## src/hw/vefm_params.svh

```systemverilog
// Purpose: constants of the video error flag and mask bank
// Assumes: host register port with 8-bit word address, 16-bit data
// Notes:   definitions only
`ifndef VEFM_PARAMS_SVH
`define VEFM_PARAMS_SVH

// ------------------------------------------------------------
// register map
// ------------------------------------------------------------
`define VEFM_ADDR_W        8
`define VEFM_DATA_W        16
`define VEFM_MASK_ADDR     8'h1A
`define VEFM_FLAGS_ADDR    8'h1B
`define VEFM_MASK_RESET    11'h000
`define VEFM_FLAGS_RESET   11'h000
`define VEFM_NUM_FLAGS     11

// ------------------------------------------------------------
// flag and mask bit positions (shared by both registers)
// ------------------------------------------------------------
`define VEFM_ACTIVE_END_BIT     0
`define VEFM_ACTIVE_START_BIT   1
`define VEFM_LINE_NUMBER_BIT    2
`define VEFM_LUMA_LINE_CRC_BIT  3
`define VEFM_CHROMA_CRC_BIT     4
`define VEFM_LUMA_CSUM_BIT      5
`define VEFM_CHROMA_CSUM_BIT    6
`define VEFM_LOCK_BIT           7
`define VEFM_ACTIVE_PIC_BIT     8
`define VEFM_FULL_FIELD_BIT     9
`define VEFM_STANDARD_BIT       10

// ------------------------------------------------------------
// timing reference code word layout
// ------------------------------------------------------------
`define VEFM_XYZ_ONE_BIT   9
`define VEFM_XYZ_F_BIT     8
`define VEFM_XYZ_V_BIT     7
`define VEFM_XYZ_H_BIT     6
`define VEFM_XYZ_P3_BIT    5
`define VEFM_XYZ_P2_BIT    4
`define VEFM_XYZ_P1_BIT    3
`define VEFM_XYZ_P0_BIT    2
`endif

```

## src/hw/vefm_pkg.sv

```systemverilog
// Purpose: types of the video error flag and mask bank
// Assumes: vefm_params.svh is not used here; every width is a literal
// Notes:   widths of compared words are fixed here
package vefm_pkg;

    // host register access, one request per cycle
    typedef struct packed {
        logic       wr;
        logic       rd;
        logic [7:0] addr;
        logic [15:0] wdata;
    } vefm_host_req_t;

    // timing reference code check, both channels
    typedef struct packed {
        logic       valid;
        logic       is_8bit;
        logic [9:0] luma_xyz;
        logic [9:0] chroma_xyz;
    } vefm_trs_t;

    // line number compare
    typedef struct packed {
        logic        valid;
        logic [10:0] computed;
        logic [10:0] received;
    } vefm_line_t;

    // luma line crc compare
    typedef struct packed {
        logic        valid;
        logic [17:0] computed;
        logic [17:0] received;
    } vefm_crc_t;

    // payload identifier standard compare
    typedef struct packed {
        logic       valid;
        logic [5:0] received;
        logic [5:0] determined;
    } vefm_std_t;

    // detector events from outside this bank
    typedef struct packed {
        logic chroma_crc_err;
        logic luma_csum_err;
        logic chroma_csum_err;
        logic active_pic_crc_err;
        logic full_field_crc_err;
        logic locked;
    } vefm_ext_t;

endpackage : vefm_pkg

```

## src/hw/vefm_error_bank.sv

```systemverilog
// Purpose: error flags, mask register and combined error output
// Assumes: all inputs but reset_n synchronous to clk (parallel word clock)
// Notes:   flags are sticky and clear when the host reads them
//          bits 15..11 of both host words read as zero
//          data_error follows the flags in the same cycle
//
// Overview of operation
// in HD, line number mismatch sets flag bit 2
// bad timing code word, 8 or 10 bit, sets end code flag bit 0
// bad timing code word, 8 or 10 bit, sets start code flag bit 1
// in HD only luma timing codes are checked, chroma ignored
// timing code flags only while flywheel enable is high
// luma line crc mismatch sets flag bit 3
// mask register at 1Ah, bits 10..0 read/write reset 0, rest 0
// mask bits follow the flag bit positions 10 down to 0
// payload standard disagreeing with own standard sets flag 10
// a set mask bit keeps its flag out of the combined error
// flags are read-only to host and zero after reset
// line crc flags only in HD, rate indicator low
`include "vefm_params.svh"

module vefm_error_bank #(
    parameter int NUM_FLAGS = `VEFM_NUM_FLAGS  // flag count
) (
    input  wire logic                    clk,      // word clock
    input  wire logic                    reset_n,  // async reset
    input  wire vefm_pkg::vefm_host_req_t host_req, // host request
    output logic [15:0]                  rd_data,  // read data
    input  wire logic                    definition_rate_indicator, // 1=SD
    input  wire logic                    flywheel_enable_control, // fw on
    input  wire vefm_pkg::vefm_trs_t     trs,      // timing codes
    input  wire vefm_pkg::vefm_line_t    line_chk, // line numbers
    input  wire vefm_pkg::vefm_crc_t     crc_chk,  // luma crc
    input  wire vefm_pkg::vefm_std_t     std_chk,  // standards
    input  wire vefm_pkg::vefm_ext_t     ext_evt,  // other detectors
    output logic [15:0]                  error_flags, // flag view
    output logic                         data_error   // combined
);
    import vefm_pkg::*;

    // ------------------------------------------------------------
    // elaboration check
    // ------------------------------------------------------------
    if (NUM_FLAGS != `VEFM_NUM_FLAGS)
    begin : g_bad_flags
        $error("flag count must match the register layout");
    end

    // the highest flag must sit inside the flag vector
    if (`VEFM_STANDARD_BIT >= NUM_FLAGS)
    begin : g_bad_top_bit
        $error("standard flag lies outside the flag vector");
    end

    // flags and mask are both read back through one data word
    if (NUM_FLAGS > `VEFM_DATA_W)
    begin : g_bad_width
        $error("flag vector wider than the register word");
    end

    // a shared address would make a mask read clear the flags
    if (`VEFM_MASK_ADDR == `VEFM_FLAGS_ADDR)
    begin : g_bad_addr
        $error("mask and flag registers share an address");
    end

    // ------------------------------------------------------------
    // helpers
    // ------------------------------------------------------------
    // true when a timing code word breaks its protection bits
    function automatic logic xyz_bad(
        input logic [9:0] w,
        input logic       is_8bit
    );
        logic f;
        logic v;
        logic h;
        logic bad;
        f = w[`VEFM_XYZ_F_BIT];
        v = w[`VEFM_XYZ_V_BIT];
        h = w[`VEFM_XYZ_H_BIT];
        bad = !w[`VEFM_XYZ_ONE_BIT];
        bad = bad | (w[`VEFM_XYZ_P3_BIT] != (v ^ h));
        bad = bad | (w[`VEFM_XYZ_P2_BIT] != (f ^ h));
        bad = bad | (w[`VEFM_XYZ_P1_BIT] != (f ^ v));
        bad = bad | (w[`VEFM_XYZ_P0_BIT] != (f ^ v ^ h));
        // 8-bit words carry no meaning in the two low bits
        if (!is_8bit)
        begin
            bad = bad | (w[1:0] != 2'h0);
        end
        return bad;
    endfunction : xyz_bad

    // widen an 11-bit vector to the 16-bit register width
    function automatic logic [15:0] to_word(
        input logic [10:0] v
    );
        return {5'h00, v};
    endfunction : to_word

    // one host request aimed at one register address
    function automatic logic addr_hit(
        input logic [7:0] addr,
        input logic [7:0] target
    );
        return addr == target;
    endfunction : addr_hit

    // ------------------------------------------------------------
    // event detection
    // ------------------------------------------------------------
    logic        hd_mode;
    logic        trs_on;
    logic        luma_bad;
    logic        chroma_bad;
    logic        luma_is_eav;
    logic        chroma_is_eav;
    logic [10:0] set_vec;

    // rate indicator high means SD, so HD is its inverse
    assign hd_mode = !definition_rate_indicator;

    // timing code checks only run with the flywheel enabled
    assign trs_on = trs.valid && flywheel_enable_control;

    // chroma words are checked in SD only, where no Y/C split exists
    assign luma_bad   = trs_on && xyz_bad(trs.luma_xyz, trs.is_8bit);
    assign chroma_bad = trs_on && !hd_mode
        && xyz_bad(trs.chroma_xyz, trs.is_8bit);

    // the H bit tells an end code from a start code
    assign luma_is_eav   = trs.luma_xyz[`VEFM_XYZ_H_BIT];
    assign chroma_is_eav = trs.chroma_xyz[`VEFM_XYZ_H_BIT];

    // one set term per flag, all single-cycle except lock
    always_comb
    begin
        set_vec = 11'h000;
        set_vec[`VEFM_ACTIVE_END_BIT] =
            (luma_bad && luma_is_eav)
            || (chroma_bad && chroma_is_eav);
        set_vec[`VEFM_ACTIVE_START_BIT] =
            (luma_bad && !luma_is_eav)
            || (chroma_bad && !chroma_is_eav);
        set_vec[`VEFM_LINE_NUMBER_BIT] = hd_mode
            && line_chk.valid
            && (line_chk.computed != line_chk.received);
        set_vec[`VEFM_LUMA_LINE_CRC_BIT] = hd_mode
            && crc_chk.valid
            && (crc_chk.computed != crc_chk.received);
        set_vec[`VEFM_CHROMA_CRC_BIT] = hd_mode
            && ext_evt.chroma_crc_err;
        // chroma checksums exist only as a separate channel in HD
        set_vec[`VEFM_LUMA_CSUM_BIT] = ext_evt.luma_csum_err;
        set_vec[`VEFM_CHROMA_CSUM_BIT] = hd_mode
            && ext_evt.chroma_csum_err;
        // lock loss is a level, so it re-sets every cycle it lasts
        set_vec[`VEFM_LOCK_BIT] = !ext_evt.locked;
        // field crc checks belong to SD streams only
        set_vec[`VEFM_ACTIVE_PIC_BIT] = !hd_mode
            && ext_evt.active_pic_crc_err;
        set_vec[`VEFM_FULL_FIELD_BIT] = !hd_mode
            && ext_evt.full_field_crc_err;
        set_vec[`VEFM_STANDARD_BIT] = std_chk.valid
            && (std_chk.received != std_chk.determined);
    end

    // ------------------------------------------------------------
    // host decode
    // ------------------------------------------------------------
    logic mask_wr;
    logic mask_rd;
    logic flags_rd;

    // writes to the flag address are dropped: flags are read-only
    assign mask_wr  = host_req.wr
        && addr_hit(host_req.addr, `VEFM_MASK_ADDR);
    assign mask_rd  = host_req.rd
        && addr_hit(host_req.addr, `VEFM_MASK_ADDR);
    assign flags_rd = host_req.rd
        && addr_hit(host_req.addr, `VEFM_FLAGS_ADDR);

    // ------------------------------------------------------------
    // mask register
    // ------------------------------------------------------------
    logic [10:0] mask_reg;
    logic [10:0] mask_next;

    // limitation: the mask only gates the combined pin, never a flag
    // upper bits of the written word have no storage
    always_comb
    begin
        mask_next = mask_reg;
        if (mask_wr)
        begin
            mask_next = host_req.wdata[10:0];
        end
    end

    always_ff @(posedge clk or negedge reset_n)
    begin
        if (!reset_n)
        begin
            mask_reg <= `VEFM_MASK_RESET;
        end
        else
        begin
            mask_reg <= mask_next;
        end
    end

    // ------------------------------------------------------------
    // flag register
    // ------------------------------------------------------------
    logic [10:0] flags_reg;
    logic [10:0] flags_next;

    // limitation: repeated events between two reads show as one
    // clear on read, but a new event in the read cycle survives
    always_comb
    begin
        flags_next = flags_reg;
        if (flags_rd)
        begin
            flags_next = 11'h000;
        end
        flags_next = flags_next | set_vec;
    end

    always_ff @(posedge clk or negedge reset_n)
    begin
        if (!reset_n)
        begin
            flags_reg <= `VEFM_FLAGS_RESET;
        end
        else
        begin
            flags_reg <= flags_next;
        end
    end

    // ------------------------------------------------------------
    // read data and combined error
    // ------------------------------------------------------------
    logic [15:0] rd_data_reg;
    logic [15:0] rd_data_next;
    logic        data_error_reg;
    logic        data_error_next;

    // read returns the value before any clear of the same cycle
    always_comb
    begin
        rd_data_next = rd_data_reg;
        if (mask_rd)
        begin
            rd_data_next = to_word(mask_reg);
        end
        else if (flags_rd)
        begin
            rd_data_next = to_word(flags_reg);
        end
        else if (host_req.rd)
        begin
            rd_data_next = 16'h0000;
        end
    end

    // masked flags stay visible but no longer raise the pin
    always_comb
    begin
        data_error_next = |(flags_next & ~mask_next);
    end

    // read data holds between reads, zero out of reset
    always_ff @(posedge clk or negedge reset_n)
    begin
        if (!reset_n)
        begin
            rd_data_reg <= 16'h0000;
        end
        else
        begin
            rd_data_reg <= rd_data_next;
        end
    end

    // combined error register, low out of reset
    always_ff @(posedge clk or negedge reset_n)
    begin
        if (!reset_n)
        begin
            data_error_reg <= 1'b0;
        end
        else
        begin
            data_error_reg <= data_error_next;
        end
    end

    // outputs come straight from flops, no logic after them
    assign rd_data     = rd_data_reg;
    assign data_error  = data_error_reg;
    assign error_flags = to_word(flags_reg);

endmodule : vefm_error_bank

```

## config.mk

```make
export PLATFORM = sky130hd
export DESIGN_NAME = vefm_error_bank
export DESIGN_NICKNAME = d
export VERILOG_FILES = /design/src/hw/vefm_pkg.sv /design/src/hw/vefm_error_bank.sv
export VERILOG_INCLUDE_DIRS = /design/src /design/src/hw
export SDC_FILE = /design/constraint.sdc
export NUM_CORES = 1
export LEC_CHECK = 0
export ABC_AREA = 1
export BUFFER_PORTS_ARGS = -buffer_cell sky130_fd_sc_hd__clkbuf_2
export CAP_MARGIN = 20
export CORE_UTILIZATION = 40
export CTS_BUF_LIST = sky130_fd_sc_hd__clkbuf_2
export DETAILED_ROUTE_END_ITERATION = 16
export PLACE_DENSITY = 0.76
export SYNTH_ARGS = -nofsm -noshare
export SYNTH_HDL_FRONTEND = slang
export SYNTH_SLANG_ARGS = --single-unit
```

## constraint.sdc

```tcl
create_clock -name clk -period 1.59 [get_ports clk]
set_input_delay 0.0795 -clock clk [delete_from_list [all_inputs] [get_ports clk]]
set_output_delay 0.0795 -clock clk [all_outputs]
set_load 0.05 [all_outputs]
```

==> flow_summary.json, run 1 <==
{
  "crit_slowest_cell": "dfrtp_1",
  "core_mm2": 0.00606,
  "portBuffers": 148,
  "final_common_cell": "clkbuf_2",
  "min_path_type": "input pin to register",
  "r2r_slack_ns": 0.42,
  "hold-worst-slack_ns": 0.0120,
  "final_nets": 688,
  "synth_top_cell_by_area": "dfrtp_1",
  "crit_arrival_ns": 1.10,
  "clock-root-buffer": "clkbuf_2",
  "fp.dieArea_mm2": 0.00675,
  "fillerInstances": 588,
  "ys_seq_elements": 34,
  "wl_um": 6700,
  "diodes": 0,
  "clock_skew_ns": 0.0156,
  "synth_cells": 389,
  "hold_viol": 0,
  "rows": 28,
  "avgSynthCellArea_um2": 6.61,
  "drc": 0,
  "cp_num_buf_inv": 1,
  "drive_gt1_share_pct": 32.9,
  "worstSetupEndpointType": "primary output",
  "required_ns": 1.51,
  "place.gp.congestion": 0.750,
  "ant_nets": 0,
  "first_iter_violations": 106,
  "grt_usage_pct": 20.8,
  "finalCritPeriodShare_pct": 73.9,
  "synth_top_area_share_pct": 33.1,
  "r2r-start": "flags_reg[4]$_DFF_PN0_",
  "power.density_mw_per_mm2": 508,
  "ir_worst_vdd_v": 0.000296,
  "maxSlewViolCount": 0,
  "outcome": "finished, final reports clean",
  "worstPathMaxFanout": 3,
  "crit_chain": "clkbuf_2",
  "cpPeakStageDelay_ns": 0.42,
  "fin_crit_ns": 1.17,
  "r2r_end": "data_error$_DFF_PN0_",
  "path_clk_slew_ns": 0.16,
  "final.setup.tns_ns": 0,
  "cts_tree": "built",
  "grt_overflow": 0,
  "cts_buffer_depth": 2,
  "h-tree-depth": 2,
  "crit_type": "register to primary output",
  "wl_per_cell_um": 10.6,
  "drt-pass1-iter-count": 4,
  "start_util_pct": 42.4,
  "io_pins": 164,
  "cap_violations": 0,
  "min_to": "flags_reg[9]$_DFF_PN0_",
  "hpwl_um": 5460,
  "path_delay_family": "flip-flops",
  "grt_max_degree": 35,
  "holdPathStages": 3,
  "netlist-cell-type-count": 28,
  "die_w_um": 82.2,
  "netlist_area_mm2": 0.00257,
  "worstSetupStartpointType": "register",
  "cts.sinks": 34,
  "synth-warning-count": 0,
  "rsz0062_at_grt": "false",
  "layout_common_cells": "clkbuf_2, nand2_1, inv_1",
  "synth-seq-area-share_pct": 33.1,
  "viasPerCell": 4.63,
  "p_leak_nw": 2.21,
  "vias": 2919,
  "dieHeight_um": 82.2,
  "area_delta_synth_final_pct": 38.9,
  "grt_pass1_vias": 2669,
  "utilization_pct": 58.9,
  "finalSetupViolCount": 0,
  "rr_worst_depth": 8,
  "numCtsBuffers": 5,
  "clk_latency_ns": 0.38,
  "antenna_found_initial": 0,
  "min_from": "definition_rate_indicator",
  "synth.area.top_cells": "dfrtp_1, nand2_1, inv_1",
  "clock.fmax_ghz": 0.851,
  "grt_pass1_wl_um": 10800
}
==> routing by layer <==
| metal | GRT usage [%] | part of all wire (%) |
|---|---|---|
| met1 | 22.2 | 39 |
| met2 | 39.2 | 53 |
| met3 | 4.40 | 6.2 |
| met4 | 9.12 | 2.1 |
| met5 | 0 | 0 |
==> cell type report <==
type	count	area (µm²)	share of cell area, %
clock buffer	5	25.0	0.701
clock inverter	1	3.75	0.105
inverter	56	210	5.89
multi-input combinational	288	1410	39.5
sequential	34	851	23.8
tap	75	93.8	2.63
timing repair buffer	172	978	27.4
==> worst max-delay path by stage <==
| stage | cells after the start | from | to |
|---|---|---|---|
| 2_1_floorplan | 8 | flags_reg[4]$_DFF_PN0_ | data_error$_DFF_PN0_ |
| 3_3_place_gp | 13 | host_req[22] | data_error$_DFF_PN0_ |
| 3_5_place_dp | 13 | host_req[22] | data_error$_DFF_PN0_ |
| 4_1_cts | 1 | flags_reg[2]$_DFF_PN0_ | error_flags[2] |
| 5_1_grt | 8 | flags_reg[4]$_DFF_PN0_ | data_error$_DFF_PN0_ |
| 6_report | 1 | flags_reg[9]$_DFF_PN0_ | error_flags[9] |
==> timing repair <==
| action | in CTS | in global routing |
|---|---|---|
| resized for setup | 0 | 0 |
| hold buffers | 18 | 0 |
| setup buffers | 0 | 0 |
| hold endpoints to repair | 51 | 0 |
==> through the flow <==
step / area (µm²) / cells / worst slack [ns] / power (mW)
3_3_place_gp: 3360 / 607 / 0.170 / 1.42
6_report: 3570 / 631 / 0.415 / 1.81
3_5_place_dp: 3360 / 607 / 0.142 / 1.44
4_1_cts: 3570 / 631 / 0.388 / 1.83
2_1_floorplan: 2600 / 398 / 0.321 / 1.21
5_1_grt: 3570 / 631 / 0.302 / 1.93
==> cells by family after synthesis <==
group	count (synthesis)	share of synthesized area (%)
DFF	34	33.1
AOI/OAI and AO/OA	11	2.34
xor gates and xnor gates	24	8.18
other	1	0.146
and+or+nand+nor	243	42.8
buffers and inverters	76	13.4
==> cells in the mapped netlist <==
library cell / number
a21oi_1: 2
xnor2_1: 13
nor2_8: 1
buf_2: 2
nor2_2: 1
o21a_1: 2
nand3_4: 1
buf_6: 2
conb_1: 1
nand2b_1: 1
nor2_1: 35
nand2_2: 14
or2_1: 2
inv_1: 51
inv_2: 5
o21ai_1: 4
nand2_1: 131
or2_0: 3
clkbuf_1: 5
dfrtp_1: 34
nand3_1: 31
buf_4: 11
nor2_4: 1
nand3_2: 1
xor2_1: 11
nand4_1: 20
o21ai_0: 3
nand3b_1: 1
==> report_power, final <==
group	switching [mW]	leakage, nW	internal [mW]	total (mW)
registers	0.0109	0.410	0.884	0.895
logic	0.304	1.78	0.254	0.558
clock network	0.273	0.0223	0.0872	0.360
total	0.587	2.21	1.23	1.81
(Power assumes the default switching activity.)
==> run 2: changes to the inputs <==
clock period = 1.2 ns   (was 1.59 ns; I/O delays follow)
==> run 2 against run 1 <==
Sequential power increased by 33%. Die area unchanged. Global-route usage grew 0.91 points. Largest cell class unchanged. Hold slack improved by 0.0074 ns. Clock skew down 0.0011 ns. Highest routed layer unchanged. Register-to-register slack got worse by 0.39 ns. Wire length up 5.0%. Total power rose by 35%.
==> flow_summary.json, run 2 (synthesized netlist as in run 1, its figures left out) <==
{
  "pwr-share-seq_pct": 48.3,
  "crit_top_cell": "nand3_1",
  "grt_pass1_wl_um": 11300,
  "io_pins": 164,
  "final_nets": 698,
  "ant_nets": 0,
  "crit_arrival_ns": 1.43,
  "worstSetupStartpointType": "register",
  "grt_usage_pct": 21.8,
  "h-tree-depth": 2,
  "fin_crit_ns": 1.18,
  "p_sw_share_pct": 32.3,
  "drc": 0,
  "maxSlewViolCount": 0,
  "p_int_mw": 1.66,
  "die_w_um": 82.2,
  "ir_worst_vdd_v": 0.000520,
  "wl_per_cell_um": 10.9,
  "cpPeakStageDelay_ns": 0.45,
  "rows": 28,
  "clock_power_share_pct": 20.8,
  "antenna_found_initial": 0,
  "crit_type": "register to register",
  "numCtsBuffers": 5,
  "area_delta_synth_final_pct": 43.5,
  "outcome": "finished, final reports clean",
  "p_sw_mw": 0.793,
  "post_cts_buffers": 0,
  "first_iter_violations": 121,
  "final.setup.tns_ns": 0,
  "path_clk_slew_ns": 0.16,
  "rsz0062_at_grt": "true",
  "clock_skew_ns": 0.0145,
  "grt_max_degree": 19,
  "portBuffers": 148,
  "finalPower_mw": 2.45,
  "finalSetupViolCount": 0,
  "place_ws_ns": -0.213,
  "cts_buffer_depth": 2,
  "clock.fmax_ghz": 0.850,
  "viasPerCell": 4.61,
  "min_path_type": "input pin to register",
  "cts_tree": "built",
  "grt_pass1_vias": 2750,
  "hold_viol": 0,
  "core_mm2": 0.00606,
  "diodes": 0,
  "clk_latency_ns": 0.36,
  "setup_slack_ns": 0.0238,
  "worstPathMaxFanout": 3,
  "hpwl_um": 5850,
  "finalCritPeriodShare_pct": 98.0,
  "clock-root-buffer": "clkbuf_2",
  "fin_cells": 643,
  "fp.dieArea_mm2": 0.00675,
  "wl_um": 7040,
  "drt-pass1-iter-count": 5,
  "p_leak_nw": 2.28,
  "drive_gt1_share_pct": 35.9,
  "grt_overflow": 0,
  "worstSetupEndpointType": "register",
  "final_common_cell": "clkbuf_2",
  "place.gp.congestion": 0.806,
  "power.density_mw_per_mm2": 666,
  "start_util_pct": 42.4,
  "cts.sinks": 34,
  "cap_violations": 0,
  "utilization_pct": 60.9,
  "crit_slowest_cell": "dfrtp_2",
  "layout_common_cells": "clkbuf_2, nand2_1, inv_1",
  "post-place-cells": 617,
  "crit_chain": "nand2_2, nand2_2, nand3_1, nand2_1, nor2_1, nand3_1, nor2_1, nand3_1",
  "required_ns": 1.45,
  "vias": 2964,
  "dieHeight_um": 82.2,
  "combPwrFrac_pct": 30.9
}
run 2: changes by cell type in the layout (fill, tap and decap cells not counted), moves of 2 or more:
cell / change
dfrtp_1: -6
nand3_1: -2
nand3_2: +2
buf_4: +9
dfrtp_2: +6
run 2: final cells by class:
class	instances	area [µm²]
fill	578	2370
multi-input combinational	288	1420
timing repair buffer	182	1070
sequential	34	858
inverter	56	210
tap	75	93.8
clock buffer	6	30.0
clock inverter	2	8.76
run 2: worst paths after layout:
kind	startpoint	endpoint	slack [ns]	cells after the start
hold / removal	definition_rate_indicator	flags_reg[3]$_DFF_PN0_	0.02	4
setup / recovery	flags_reg[7]$_DFF_PN0_	data_error$_DFF_PN0_	0.02	8
max in group asynchronous	reset_n	flags_reg[9]$_DFF_PN0_	0.59	3
min in group asynchronous	reset_n	mask_reg[5]$_DFF_PN0_	0.14	2
hold reg to reg	rd_data[5]$_DFFE_PN0P_	rd_data[5]$_DFFE_PN0P_	0.51	2
setup reg to reg	flags_reg[7]$_DFF_PN0_	data_error$_DFF_PN0_	0.02	8
run 2: stage by stage:
stage,cell area (µm²),hold slack (ns)
final,3690,0.0194
after global routing,3690,0.0140
after CTS,3680,0.00208
after detailed placement,3460,0.0197
after global placement,3460,0.0180
after floorplan,2610,-0.236
run 2: worst max-delay path, delay by kind of cell, from the launching register on:
kind / cells / cell delay (ns)
AND/OR/NAND/NOR: 8 / 0.63
flip-flops: 1 / 0.45
run 2: power groups by stage:
stage          logic, mW  registers, mW  clock network [mW]
2_1_floorplan      0.388           1.22                   0
3_3_place_gp       0.687           1.21                   0
3_5_place_dp       0.709           1.21                   0
4_1_cts            0.758           1.19               0.524
5_1_grt            0.852           1.19               0.566
6_report           0.758           1.19               0.511
run 2: layer usage:
layer / part of all wire (%) / global-route usage, %
met2: 54 / 42.5
met4: 1.6 / 6.14
met1: 39 / 24.3
met5: 0 / 0
met3: 5.3 / 2.75
run 2: repair_timing:
item	4_1_cts	5_1_grt
endpoints found under the hold margin	50	0
resized for setup	1	2
pin swaps	0	2
setup endpoints to repair	1	1
hold buffers	18	0
